### src/tmc_pkg.sv
package tmc_pkg;

  // Register byte addresses.
  localparam logic [7:0] TMC_ADDR_CTRL = 8'h88;
  localparam logic [7:0] TMC_ADDR_MODE = 8'h89;
  localparam logic [7:0] TMC_ADDR_A_LO = 8'h8A;
  localparam logic [7:0] TMC_ADDR_B_LO = 8'h8B;
  localparam logic [7:0] TMC_ADDR_A_HI = 8'h8C;
  localparam logic [7:0] TMC_ADDR_B_HI = 8'h8D;
  localparam logic [7:0] TMC_ADDR_CMP = 8'hCE;
  localparam logic [7:0] TMC_ADDR_PRESC = 8'hB2;

  // Field positions in timer_control.
  localparam int TMC_CTRL_FLAG_B = 7;
  localparam int TMC_CTRL_RUN_B = 6;
  localparam int TMC_CTRL_FLAG_A = 5;
  localparam int TMC_CTRL_RUN_A = 4;

  // Field positions in timer_mode_select; timer B nibble sits above timer A nibble.
  localparam int TMC_MODE_BASE_A = 0;
  localparam int TMC_MODE_BASE_B = 4;
  localparam int TMC_MODE_GATE = 3;
  localparam int TMC_MODE_SEL = 2;
  localparam int TMC_MODE_FLD = 0;

  // Compare enable bits, prescale field position and width masks.
  localparam int TMC_CMP_A = 0;
  localparam int TMC_CMP_B = 1;
  localparam logic [7:0] TMC_CMP_MASK = 8'h03;
  localparam int TMC_PRESC_LSB = 5;
  localparam logic [7:0] TMC_RESET_BYTE = 8'h00;
  localparam logic [7:0] TMC_BYTE_MAX = 8'hFF;
  localparam logic [4:0] TMC_LOW5_MAX = 5'h1F;
  localparam logic [7:0] TMC_BYTE_ONE = 8'h01;

  // Prescaler terminal counts for divide by 1, 2, 4 and 12.
  localparam logic [3:0] TMC_TERM_DIV1 = 4'h0;
  localparam logic [3:0] TMC_TERM_DIV2 = 4'h1;
  localparam logic [3:0] TMC_TERM_DIV4 = 4'h3;
  localparam logic [3:0] TMC_TERM_DIV12 = 4'hB;
  localparam logic [3:0] TMC_PRESC_ONE = 4'h1;

  // Index of each external input in the synchroniser vectors.
  localparam int TMC_IDX_PIN_A = 0;
  localparam int TMC_IDX_PIN_B = 1;
  localparam int TMC_IDX_IRQ_A = 2;
  localparam int TMC_IDX_IRQ_B = 3;
  localparam int TMC_NUM_IN = 4;

  typedef enum logic [1:0] {
    TMC_MODE_13 = 2'h0,
    TMC_MODE_16 = 2'h1,
    TMC_MODE_RELOAD = 2'h2,
    TMC_MODE_SPLIT = 2'h3
  } tmc_mode_t;

  typedef enum logic [1:0] {
    TMC_PS_DIV1 = 2'h0,
    TMC_PS_DIV2 = 2'h1,
    TMC_PS_DIV4 = 2'h2,
    TMC_PS_DIV12 = 2'h3
  } tmc_presc_t;

  typedef struct packed {
    logic [7:0] addr;
    logic [7:0] wdata;
    logic wr;
    logic rd;
  } tmc_bus_req_t;

  typedef struct packed {
    logic timer_a_pin;
    logic timer_b_pin;
    logic ext_irq_a_pin;
    logic ext_irq_b_pin;
  } tmc_pin_in_t;

  typedef struct packed {
    logic timer_a_pin_out;
    logic timer_a_pin_oe;
    logic timer_a_pin_pullup;
    logic timer_b_pin_out;
    logic timer_b_pin_oe;
    logic timer_b_pin_pullup;
    logic ext_irq_a_force_input;
    logic ext_irq_a_pullup;
    logic ext_irq_b_force_input;
    logic ext_irq_b_pullup;
  } tmc_pin_out_t;

  typedef struct packed {
    logic [7:0] hi;
    logic [7:0] lo;
    logic ovf;
  } tmc_step_t;

  typedef struct packed {
    logic [7:0] timer_control;
    logic [7:0] timer_mode_select;
    logic [7:0] timer_a_count_low;
    logic [7:0] timer_a_count_high;
    logic [7:0] timer_b_count_low;
    logic [7:0] timer_b_count_high;
    logic [1:0] timer_compare_enable;
    tmc_presc_t sysclk_prescale_field;
    logic [3:0] presc_cnt;
    logic [TMC_NUM_IN-1:0] sync1;
    logic [TMC_NUM_IN-1:0] sync2;
    logic [TMC_NUM_IN-1:0] sync3;
    logic [TMC_NUM_IN-1:0] filt;
    logic [TMC_NUM_IN-1:0] filt_prev;
    logic [7:0] rdata;
    logic baud_pulse;
    tmc_pin_out_t pins;
  } tmc_state_t;

  localparam tmc_state_t TMC_STATE_RESET = '0;

endpackage : tmc_pkg

### src/tmc_dual_timer.sv
`timescale 1ns/1ps
module tmc_dual_timer
  import tmc_pkg::*;
(
  input wire logic clk,
  input wire logic rst_n,
  input wire tmc_bus_req_t bus_req,
  output logic [7:0] bus_rdata,
  input wire tmc_pin_in_t pins_in,
  output tmc_pin_out_t pins_out,
  output logic timer_b_overflow
);

  tmc_state_t st_ff;
  tmc_state_t nxt_st;

  // One increment of a timer in the given mode; split mode only steps the low byte.
  function automatic tmc_step_t tmc_step(input tmc_mode_t mode, input logic [7:0] hi, input logic [7:0] lo);
    tmc_step_t r;
    r.hi = hi;
    r.lo = lo;
    r.ovf = 1'b0;
    unique case (mode)
      TMC_MODE_13: begin
        // The three top bits of the low byte are left alone, they carry no count.
        if (lo[4:0] == TMC_LOW5_MAX) begin
          r.lo[4:0] = '0;
          r.hi = hi + TMC_BYTE_ONE;
          r.ovf = (hi == TMC_BYTE_MAX);
        end else begin
          r.lo[4:0] = lo[4:0] + TMC_BYTE_ONE[4:0];
        end
      end
      TMC_MODE_16: begin
        r.lo = lo + TMC_BYTE_ONE;
        if (lo == TMC_BYTE_MAX) begin
          r.hi = hi + TMC_BYTE_ONE;
          r.ovf = (hi == TMC_BYTE_MAX);
        end
      end
      TMC_MODE_RELOAD: begin
        if (lo == TMC_BYTE_MAX) begin
          r.lo = hi;
          r.ovf = 1'b1;
        end else begin
          r.lo = lo + TMC_BYTE_ONE;
        end
      end
      TMC_MODE_SPLIT: begin
        r.lo = lo + TMC_BYTE_ONE;
        r.ovf = (lo == TMC_BYTE_MAX);
      end
    endcase
    return r;
  endfunction : tmc_step

  // Next-state logic for the whole block.
  always_comb begin
    logic [TMC_NUM_IN-1:0] fall;
    logic [3:0] term;
    logic tick;
    logic run_a;
    logic run_b;
    logic gate_a;
    logic gate_b;
    logic sel_a;
    logic sel_b;
    tmc_mode_t mode_a;
    tmc_mode_t mode_b;
    logic split;
    logic inc_a;
    logic inc_ah;
    logic inc_b;
    logic ovf_a;
    logic ovf_ah;
    logic ovf_b;
    logic set_a;
    logic set_b;
    tmc_step_t step_a;
    tmc_step_t step_b;
    fall = '0;
    term = TMC_TERM_DIV1;
    tick = 1'b0;
    run_a = 1'b0;
    run_b = 1'b0;
    gate_a = 1'b0;
    gate_b = 1'b0;
    sel_a = 1'b0;
    sel_b = 1'b0;
    mode_a = TMC_MODE_13;
    mode_b = TMC_MODE_13;
    split = 1'b0;
    inc_a = 1'b0;
    inc_ah = 1'b0;
    inc_b = 1'b0;
    ovf_a = 1'b0;
    ovf_ah = 1'b0;
    ovf_b = 1'b0;
    set_a = 1'b0;
    set_b = 1'b0;
    step_a = '0;
    step_b = '0;
    nxt_st = st_ff;

    // Three-stage synchroniser; the filtered level moves only when stages two and three agree.
    nxt_st.sync1 = {pins_in.ext_irq_b_pin, pins_in.ext_irq_a_pin, pins_in.timer_b_pin, pins_in.timer_a_pin};
    nxt_st.sync2 = st_ff.sync1;
    nxt_st.sync3 = st_ff.sync2;
    nxt_st.filt_prev = st_ff.filt;
    for (int i = 0; i < TMC_NUM_IN; i++) begin
      if (st_ff.sync2[i] == st_ff.sync3[i]) begin
        nxt_st.filt[i] = st_ff.sync3[i];
      end
      fall[i] = st_ff.filt_prev[i] & ~st_ff.filt[i];
    end

    // Prescaler: tick is the system clock enable that the timers count in timer mode.
    unique case (st_ff.sysclk_prescale_field)
      TMC_PS_DIV1: term = TMC_TERM_DIV1;
      TMC_PS_DIV2: term = TMC_TERM_DIV2;
      TMC_PS_DIV4: term = TMC_TERM_DIV4;
      TMC_PS_DIV12: term = TMC_TERM_DIV12;
    endcase
    tick = (st_ff.presc_cnt >= term);
    nxt_st.presc_cnt = tick ? '0 : st_ff.presc_cnt + TMC_PRESC_ONE;

    // Decode control fields.
    run_a = st_ff.timer_control[TMC_CTRL_RUN_A];
    run_b = st_ff.timer_control[TMC_CTRL_RUN_B];
    gate_a = st_ff.timer_mode_select[TMC_MODE_BASE_A + TMC_MODE_GATE];
    gate_b = st_ff.timer_mode_select[TMC_MODE_BASE_B + TMC_MODE_GATE];
    sel_a = st_ff.timer_mode_select[TMC_MODE_BASE_A + TMC_MODE_SEL];
    sel_b = st_ff.timer_mode_select[TMC_MODE_BASE_B + TMC_MODE_SEL];
    mode_a = tmc_mode_t'(st_ff.timer_mode_select[TMC_MODE_BASE_A + TMC_MODE_FLD +: 2]);
    mode_b = tmc_mode_t'(st_ff.timer_mode_select[TMC_MODE_BASE_B + TMC_MODE_FLD +: 2]);
    split = (mode_a == TMC_MODE_SPLIT);

    // Timer A: run and gate qualify the chosen source; a high gate input counts as active.
    inc_a = run_a & (~gate_a | st_ff.filt[TMC_IDX_IRQ_A]) & (sel_a ? fall[TMC_IDX_PIN_A] : tick);
    step_a = tmc_step(mode_a, st_ff.timer_a_count_high, st_ff.timer_a_count_low);
    ovf_a = inc_a & step_a.ovf;

    // Split high byte borrows timer B's run bit and flag and only sees the system clock.
    inc_ah = split & run_b & tick;
    ovf_ah = inc_ah & (st_ff.timer_a_count_high == TMC_BYTE_MAX);

    // Timer B: with A split it runs by mode alone on the system clock; mode 3 always stops it.
    if (split) begin
      inc_b = (mode_b != TMC_MODE_SPLIT) & tick;
    end else begin
      inc_b = run_b & (mode_b != TMC_MODE_SPLIT) & (~gate_b | st_ff.filt[TMC_IDX_IRQ_B]) &
              (sel_b ? fall[TMC_IDX_PIN_B] : tick);
    end
    step_b = tmc_step(mode_b, st_ff.timer_b_count_high, st_ff.timer_b_count_low);
    ovf_b = inc_b & step_b.ovf;
    nxt_st.baud_pulse = ovf_b;

    // Count updates; the count is only ever changed by increments or writes.
    if (inc_a) begin
      nxt_st.timer_a_count_low = step_a.lo;
      if (!split) begin
        nxt_st.timer_a_count_high = step_a.hi;
      end
    end
    if (inc_ah) begin
      nxt_st.timer_a_count_high = st_ff.timer_a_count_high + TMC_BYTE_ONE;
    end
    if (inc_b) begin
      nxt_st.timer_b_count_low = step_b.lo;
      nxt_st.timer_b_count_high = step_b.hi;
    end

    // Flag set sources; in split mode timer B's own overflow no longer reaches its flag.
    set_a = ovf_a;
    set_b = split ? ovf_ah : ovf_b;

    // Compare output toggles on each overflow; sharing pins with the split high byte is not modelled.
    if (ovf_a & st_ff.timer_compare_enable[TMC_CMP_A]) begin
      nxt_st.pins.timer_a_pin_out = ~st_ff.pins.timer_a_pin_out;
    end
    if (ovf_b & st_ff.timer_compare_enable[TMC_CMP_B]) begin
      nxt_st.pins.timer_b_pin_out = ~st_ff.pins.timer_b_pin_out;
    end

    // Register writes win over increments to the same byte.
    if (bus_req.wr) begin
      unique case (bus_req.addr)
        TMC_ADDR_CTRL: nxt_st.timer_control = bus_req.wdata;
        TMC_ADDR_MODE: nxt_st.timer_mode_select = bus_req.wdata;
        TMC_ADDR_A_LO: nxt_st.timer_a_count_low = bus_req.wdata;
        TMC_ADDR_A_HI: nxt_st.timer_a_count_high = bus_req.wdata;
        TMC_ADDR_B_LO: nxt_st.timer_b_count_low = bus_req.wdata;
        TMC_ADDR_B_HI: nxt_st.timer_b_count_high = bus_req.wdata;
        TMC_ADDR_CMP: nxt_st.timer_compare_enable = bus_req.wdata[TMC_CMP_B:TMC_CMP_A];
        TMC_ADDR_PRESC: nxt_st.sysclk_prescale_field = tmc_presc_t'(bus_req.wdata[TMC_PRESC_LSB +: 2]);
        default: ;
      endcase
    end

    // Hardware set beats a software clear in the same cycle, so no overflow is lost.
    nxt_st.timer_control[TMC_CTRL_FLAG_A] = nxt_st.timer_control[TMC_CTRL_FLAG_A] | set_a;
    nxt_st.timer_control[TMC_CTRL_FLAG_B] = nxt_st.timer_control[TMC_CTRL_FLAG_B] | set_b;

    // Pin controls follow the new register values, so they settle the cycle after a write.
    nxt_st.pins.timer_a_pin_oe = nxt_st.timer_compare_enable[TMC_CMP_A];
    nxt_st.pins.timer_b_pin_oe = nxt_st.timer_compare_enable[TMC_CMP_B];
    nxt_st.pins.timer_a_pin_pullup = nxt_st.timer_control[TMC_CTRL_RUN_A] &
                                     nxt_st.timer_mode_select[TMC_MODE_BASE_A + TMC_MODE_SEL];
    nxt_st.pins.timer_b_pin_pullup = nxt_st.timer_control[TMC_CTRL_RUN_B] &
                                     nxt_st.timer_mode_select[TMC_MODE_BASE_B + TMC_MODE_SEL] &
                                     (nxt_st.timer_mode_select[TMC_MODE_BASE_A + TMC_MODE_FLD +: 2] !=
                                      TMC_MODE_SPLIT);
    nxt_st.pins.ext_irq_a_force_input = nxt_st.timer_control[TMC_CTRL_RUN_A] &
                                        nxt_st.timer_mode_select[TMC_MODE_BASE_A + TMC_MODE_GATE];
    nxt_st.pins.ext_irq_a_pullup = nxt_st.pins.ext_irq_a_force_input;
    nxt_st.pins.ext_irq_b_force_input = nxt_st.timer_control[TMC_CTRL_RUN_B] &
                                        nxt_st.timer_mode_select[TMC_MODE_BASE_B + TMC_MODE_GATE];
    nxt_st.pins.ext_irq_b_pullup = nxt_st.pins.ext_irq_b_force_input;

    // Read data stand for exactly one cycle after the strobe; unmapped addresses read zero.
    nxt_st.rdata = TMC_RESET_BYTE;
    if (bus_req.rd) begin
      unique case (bus_req.addr)
        TMC_ADDR_CTRL: nxt_st.rdata = st_ff.timer_control;
        TMC_ADDR_MODE: nxt_st.rdata = st_ff.timer_mode_select;
        TMC_ADDR_A_LO: nxt_st.rdata = st_ff.timer_a_count_low;
        TMC_ADDR_A_HI: nxt_st.rdata = st_ff.timer_a_count_high;
        TMC_ADDR_B_LO: nxt_st.rdata = st_ff.timer_b_count_low;
        TMC_ADDR_B_HI: nxt_st.rdata = st_ff.timer_b_count_high;
        TMC_ADDR_CMP: nxt_st.rdata = {6'h00, st_ff.timer_compare_enable} & TMC_CMP_MASK;
        TMC_ADDR_PRESC: nxt_st.rdata = {1'b0, st_ff.sysclk_prescale_field, 5'h00};
        default: nxt_st.rdata = TMC_RESET_BYTE;
      endcase
    end
  end

  // State register with synchronous reset.
  always_ff @(posedge clk) begin
    if (!rst_n) begin
      st_ff <= TMC_STATE_RESET;
    end else begin
      st_ff <= nxt_st;
    end
  end

  assign bus_rdata = st_ff.rdata;
  assign pins_out = st_ff.pins;
  assign timer_b_overflow = st_ff.baud_pulse;

endmodule : tmc_dual_timer

### config.mk
export PLATFORM = sky130hd
export DESIGN_NAME = tmc_dual_timer
export DESIGN_NICKNAME = d
export VERILOG_FILES = /design/src/tmc_pkg.sv /design/src/tmc_dual_timer.sv
export SDC_FILE = /design/constraint.sdc
export NUM_CORES = 1
export LEC_CHECK = 0
export BUFFER_PORTS_ARGS = -buffer_cell sky130_fd_sc_hd__buf_2
export CORE_ASPECT_RATIO = 1.4
export CORE_UTILIZATION = 50
export DETAILED_ROUTE_END_ITERATION = 10
export PLACE_DENSITY = 0.71
export SYNTH_ARGS = -nofsm -noshare
export SYNTH_HDL_FRONTEND = slang
export SYNTH_SLANG_ARGS = --single-unit
### constraint.sdc
create_clock -name clk -period 3.4 [get_ports clk]
set_input_delay 1.02 -clock clk [delete_from_list [all_inputs] [get_ports clk]]
set_output_delay 1.02 -clock clk [all_outputs]
set_load 0.02 [all_outputs]
# --- Yosys cells after proc, flatten, opt, wreduce, memory -nomap -nowiden ---
# Index checks and enable logic that the tools add are counted.
# W data, S select, Z words.
word_totals:
  output_inout_bits: 19
  elab_cells: 146
  register_bits: 91
classes:
  reduce_logical: 10
  n_bitwise: 31
  n_addsub: 7
  n_mux: 39
  n_eq_ne: 29
  n_lt_le_gt_ge: 1
ops:
  columns: ["cell", "count"]
  rows:
  - ["$mux W8", 14]
  - ["$eq A8 B8 Y1 const B", 12]
  - ["$pmux W8 S8", 1]
  - ["$mux W52", 1]
  - ["$pmux W6 S4", 2]
  - ["$add A8 B1 Y8 const B", 4]
  - ["$mux W16", 2]
  - ["$pmux W8 S2", 2]
  - ["$and A1 B1 Y1", 20]
  - ["$pmux W4 S4", 1]
  - ["$eq A2 B2 Y1 const B", 6]
  - ["$pmux W3 S2", 2]
  - ["$add A5 B1 Y5 const B", 2]
  - ["$eq A5 B5 Y1 const B", 2]
  - ["$mux W1", 10]
  - ["$mux W5", 2]
  - ["$reduce_and A2 Y1", 4]
  - ["$not A1 Y1", 7]
  - ["$eq A2 B1 Y1 const B", 3]
  - ["$logic_not A2 Y1", 3]
  - ["$reduce_or A2 Y1", 3]
  - ["$add A4 B1 Y4 const B", 1]
  - ["$eq A1 B1 Y1", 4]
  - ["$ge A4 B4 Y1", 1]
  - ["other kinds (3)", 8]

# --- Depth between registers and ports, before layout ---
depth:
  word_depth: 11
  depth_mapped: 10
  ltp_nobuf: 10

# --- Worst setup path after synthesis ---
# Ideal clock, no wire load.
synth_path:
  kind: "input port to flip-flop"
  from: "in bus_req[15] in the netlist's numbering"
  to: "reg st_ff[72] in the netlist's numbering"
  cell_stages: 7
  n_path_buf: 1
  t_required_ps: 3284
  t_arrival_ps: 2573
  slack_ps: 711
  setup_time_ps: 116
  path_cell_list: "or3b_1 -> clkbuf_1 -> nor4_4 -> nand2_1 -> nand2_1 -> a211oi_1 -> a31o_2"
synth_via:
  elab_chain_cells: 3
synth_rtl:
  columns: ["element", "line", "text"]
  rows:
  - ["from (decl)", "tmc_dual_timer.sv:7", "input wire tmc_bus_req_t bus_req,"]
  - ["$eq A8 B8 Y1", "tmc_dual_timer.sv:187", "unique case (bus_req.addr)"]
  - ["$mux W8", "tmc_dual_timer.sv:187", null]
  - ["$mux W52", "tmc_dual_timer.sv:186", "if (bus_req.wr) begin"]
  - ["to (signal assigned)", "tmc_dual_timer.sv:242", "st_ff <= nxt_st;"]
  - ["to (decl)", "tmc_dual_timer.sv:14", "tmc_state_t st_ff;"]
# No other way between the ends.
# A chain may end at the register's enable or synchronous reset.

# --- Final worst setup path ---
layout_path:
  from: "reg st_ff[43] in the netlist's numbering"
  to: "reg st_ff[70] in the netlist's numbering"
layout_via:
  elab_chain_cells: 9
  elab_cells_between_ends: 13
layout_rtl:
  columns: ["element", "line", "text"]
  rows:
  - ["$eq A2 B2 Y1 (tied with other cells)", "tmc_dual_timer.sv:118", "unique case (st_ff.sysclk_prescale_field)"]
  - ["$pmux W4 S4 *", "tmc_dual_timer.sv:118", null]
  - ["$ge A4 B4 Y1 *", "tmc_dual_timer.sv:124", "tick = (st_ff.presc_cnt >= term);"]
  - ["$mux W1", "tmc_dual_timer.sv:139", "inc_a = run_a & (~gate_a | st_ff.filt[TMC_IDX_IRQ_A]) & (sel_a ? fall[TMC_IDX_PIN_A] : tick);"]
  - ["$and A1 B1 Y1", "tmc_dual_timer.sv:139", null]
  - ["$mux W16", "tmc_dual_timer.sv:159", "if (inc_a) begin"]
  - ["$mux W8 *", "tmc_dual_timer.sv:165", "if (inc_ah) begin"]
  - ["$mux W8", "tmc_dual_timer.sv:187", null]
  - ["$mux W52 *", "tmc_dual_timer.sv:186", null]
# Mark *: on every way between the ends. The rest lies on a longest branch, timed or not. The select of a mux whose other input is x is not followed.

==> impl_metrics.tcl <==
set metrics [dict create \
    status "finished, final reports clean" \
    drtAntennaViolNets 0 \
    hpwlAfterDp_um 10200 \
    hold_path_startpoint "nxt_st[32]" \
    start_kind "flop" \
    grt_max_degree 48 \
    start_util 0.514 \
    hold_depth 1 \
    fmax_ghz 0.361 \
    core_area_um2 9410 \
    die_w_um 85.1 \
    syn_area_um2 4830 \
    syn-mean-instance-area_um2 8.18 \
    hold_violations 0 \
    holdBufCountCts 0 \
    hold_path.class "reg2reg" \
    synth_most_common_cell "dfxtp_1" \
    synth_warnings 0 \
    die-area_um2 10100 \
    setup_viol 0 \
    ys_types 69 \
    clockBufferDepth 2 \
    grt_usage 0.282 \
    grt_pass1_vias 4268 \
    min_period_over_period 0.816 \
    cts-root-buf "clkbuf_16" \
    fillers 875 \
    ir_worst_vdd_mv 0.361 \
    grt_pass1_wl_um 21900 \
    regToRegStartpoint "st_ff[43]" \
    reg2regPathDepth 8 \
    p_per_area_nw_per_um2 410 \
    worst_slew_pin_slew_ps 772 \
    synth_common_cells "dfxtp_1 (89), nand2_1 (63), o21ai_0 (45)" \
    wl_met2_um 6420 \
    r2r_slack_ps 630 \
    cp-end-kind "flop" \
    cts_tree "yes" \
    synth.area.top_cells "dfxtp_1 (37%), mux2i_1 (5.8%), nand2_1 (4.9%), o21ai_0 (4.7%), a21oi_1 (3.9%)" \
    clk_latency_ps 350 \
    n_antenna_cell 0 \
    die_h_um 118 \
    critical_path_class "reg2reg" \
    cts_resized 0 \
    drc_errors 0 \
    portBuffers 42 \
    wl_per_cell_um 19.2 \
    cts.reportedPaths.clkPinSlew_ps 70 \
    tns_ps 0 \
    multi_input_area_um2 2720 \
    fin_worst_skew_ps 11.7 \
    regToRegEndpoint "st_ff[70]" \
    ys_seq_elements 89 \
    slew_violations 0 \
    initialDrtViolationCount 421 \
    maxCapViolCount 0 \
    cts.sinks 89 \
    required_ps 3670 \
    nets 635 \
    synth-async-reset-ratio 0 \
    cp.arrival_ps 3050 \
    p_leak_nw 1.91 \
    antenna_found_initial 0 \
    crit_chain "or2_2 > ha_1 > nand2b_1 > a311o_1 > o21ai_2 > o31a_1 > or4_1 > a31oi_1" \
    yosysTopAreaCellShare 0.369 \
    ys.flop_type "dfxtp_1" \
    htreeDepth 3 \
    io_pins 43 \
    ys_seq_area_frac 0.369 \
    grt-ovfl-total 0 \
    slew_headroom 0.482 \
    routed_wl_um 13700 \
    wl_met1_um 5510 \
    syn_to_final_growth_pct 9.19 \
    rows 42 \
    cpPeakStageDelay_ps 520 \
    grt_setup_unrepaired "no" \
    synth_top_cell_by_area "dfxtp_1" \
    syn_inst 591 \
    p_total_mw 2.16 \
    syn-num-nets 625 \
    synth_edf_count 0 \
    wl_met3_um 953 \
    highest_layer "met4" \
    hold-path-endpoint "nxt_st[28]" \
    cts_setup_buffers 0 \
    vias_per_cell 6.28 \
    place_congestion 1.03 \
    slowest_stage "or4_1" \
    drive_gt1_frac 0.134 \
    worstPathMaxFanout 8 \
    seq_area_um2 1780 \
    num_vias 4487 \
    post-route-min-period_ps 2770 \
    numCtsBuffers 9 \
    drtPass1Iterations 5 \
]
-- worst max-delay path by stage --
stage	start	end	slack, ps	cells after the start
finish	st_ff[43]	st_ff[70]	630	8
global route	st_ff[43]	st_ff[68]	500	8
CTS	st_ff[43]	st_ff[70]	620	8
detailed placement	bus_req[15]	pins_out[4]	350	6
global placement	bus_req[15]	pins_out[4]	430	6
floorplan	bus_req[15]	st_ff[72]	710	7
-- per-layer routing --
metal | global-route usage | up-vias
li1 | - | 2150
met1 | 0.340 | 2069
met2 | 0.449 | 216
met3 | 0.0503 | 52
met4 | 0.199 | 0
met5 | 0 | -
-- metrics by stage --
step | area [um^2] | setup slack [ps] | utilization | hold WS [ps] | instances
6_report | 5280 | 627 | 0.561 | 434 | 715
4_1_cts | 5280 | 622 | 0.561 | 433 | 715
5_1_grt | 5280 | 502 | 0.561 | 443 | 715
3_5_place_dp | 4970 | 349 | 0.529 | 417 | 700
2_1_floorplan | 4830 | 711 | - | 412 | 591
3_3_place_gp | 4970 | 433 | 0.529 | 416 | 700
-- state kept, by name, indices dropped and copies added (netlist names) --
signal / flops
st_ff: 62
nxt_st: 12
bus_rdata: 8
pins_out: 6
timer_b_overflow: 1
-- cell families after synthesis --
kind of cell / after synthesis / synth area share
buffers and inverters: 68 / 0.0691
AOI/OAI and AO/OA: 162 / 0.218
xor gates and xnor gates: 16 / 0.0290
adders and majority gates: 10 / 0.0259
muxes: 29 / 0.0603
and+or+nand+nor: 217 / 0.229
DFF: 89 / 0.369
-- cell type report --
type                       instances  share of cell area
multi-input combinational        434               0.515
sequential                        89               0.338
timing repair buffer              51              0.0526
clock buffer                       9              0.0427
tap                              110              0.0261
clock inverter                     6              0.0147
inverter                          16              0.0114
-- cell usage in the layout (no fill, tap or decap), types with 3 or more instances in the layout --
cell,Yosys,routed
a31o_2,3,3
and2_1,19,19
o21a_1,3,3
ha_1,10,10
nand2b_1,7,7
inv_1,15,15
o21ai_0,45,45
xnor2_1,12,12
o31a_1,3,3
and3_1,8,8
nand2_1,63,63
nor2_1,40,40
nor3_1,12,12
buf_2,5,42
a21oi_1,38,38
xor2_1,4,4
a31oi_1,18,18
nor2b_1,5,5
nor4_1,3,3
or3_1,4,4
a211oi_1,5,5
o31ai_1,6,6
buf_4,19,9
clkbuf_16,0,9
nand4_1,14,14
dfxtp_1,89,89
a22oi_1,11,11
mux2i_1,28,28
nand3_1,26,26
or2_2,3,3
-- power by group --
group          switching, mW  total (mW)  leakage (nW)  internal (mW)
clock                  0.446        1.02         0.146          0.579
sequential           0.00413        1.05         0.719           1.05
combinational         0.0603      0.0857          1.05         0.0254
total                  0.510        2.16          1.91           1.65
-- worst max-delay path, delay by kind of cell, from the launching register on --
| kind | cells | cell delay [ps] |
|---|---|---|
| fa+ha+maj | 1 | 270 |
| flops | 1 | 330 |
| compound gates | 4 | 1190 |
| simple gates | 3 | 920 |
No activity file was read; power rests on OpenSTA's default activity.
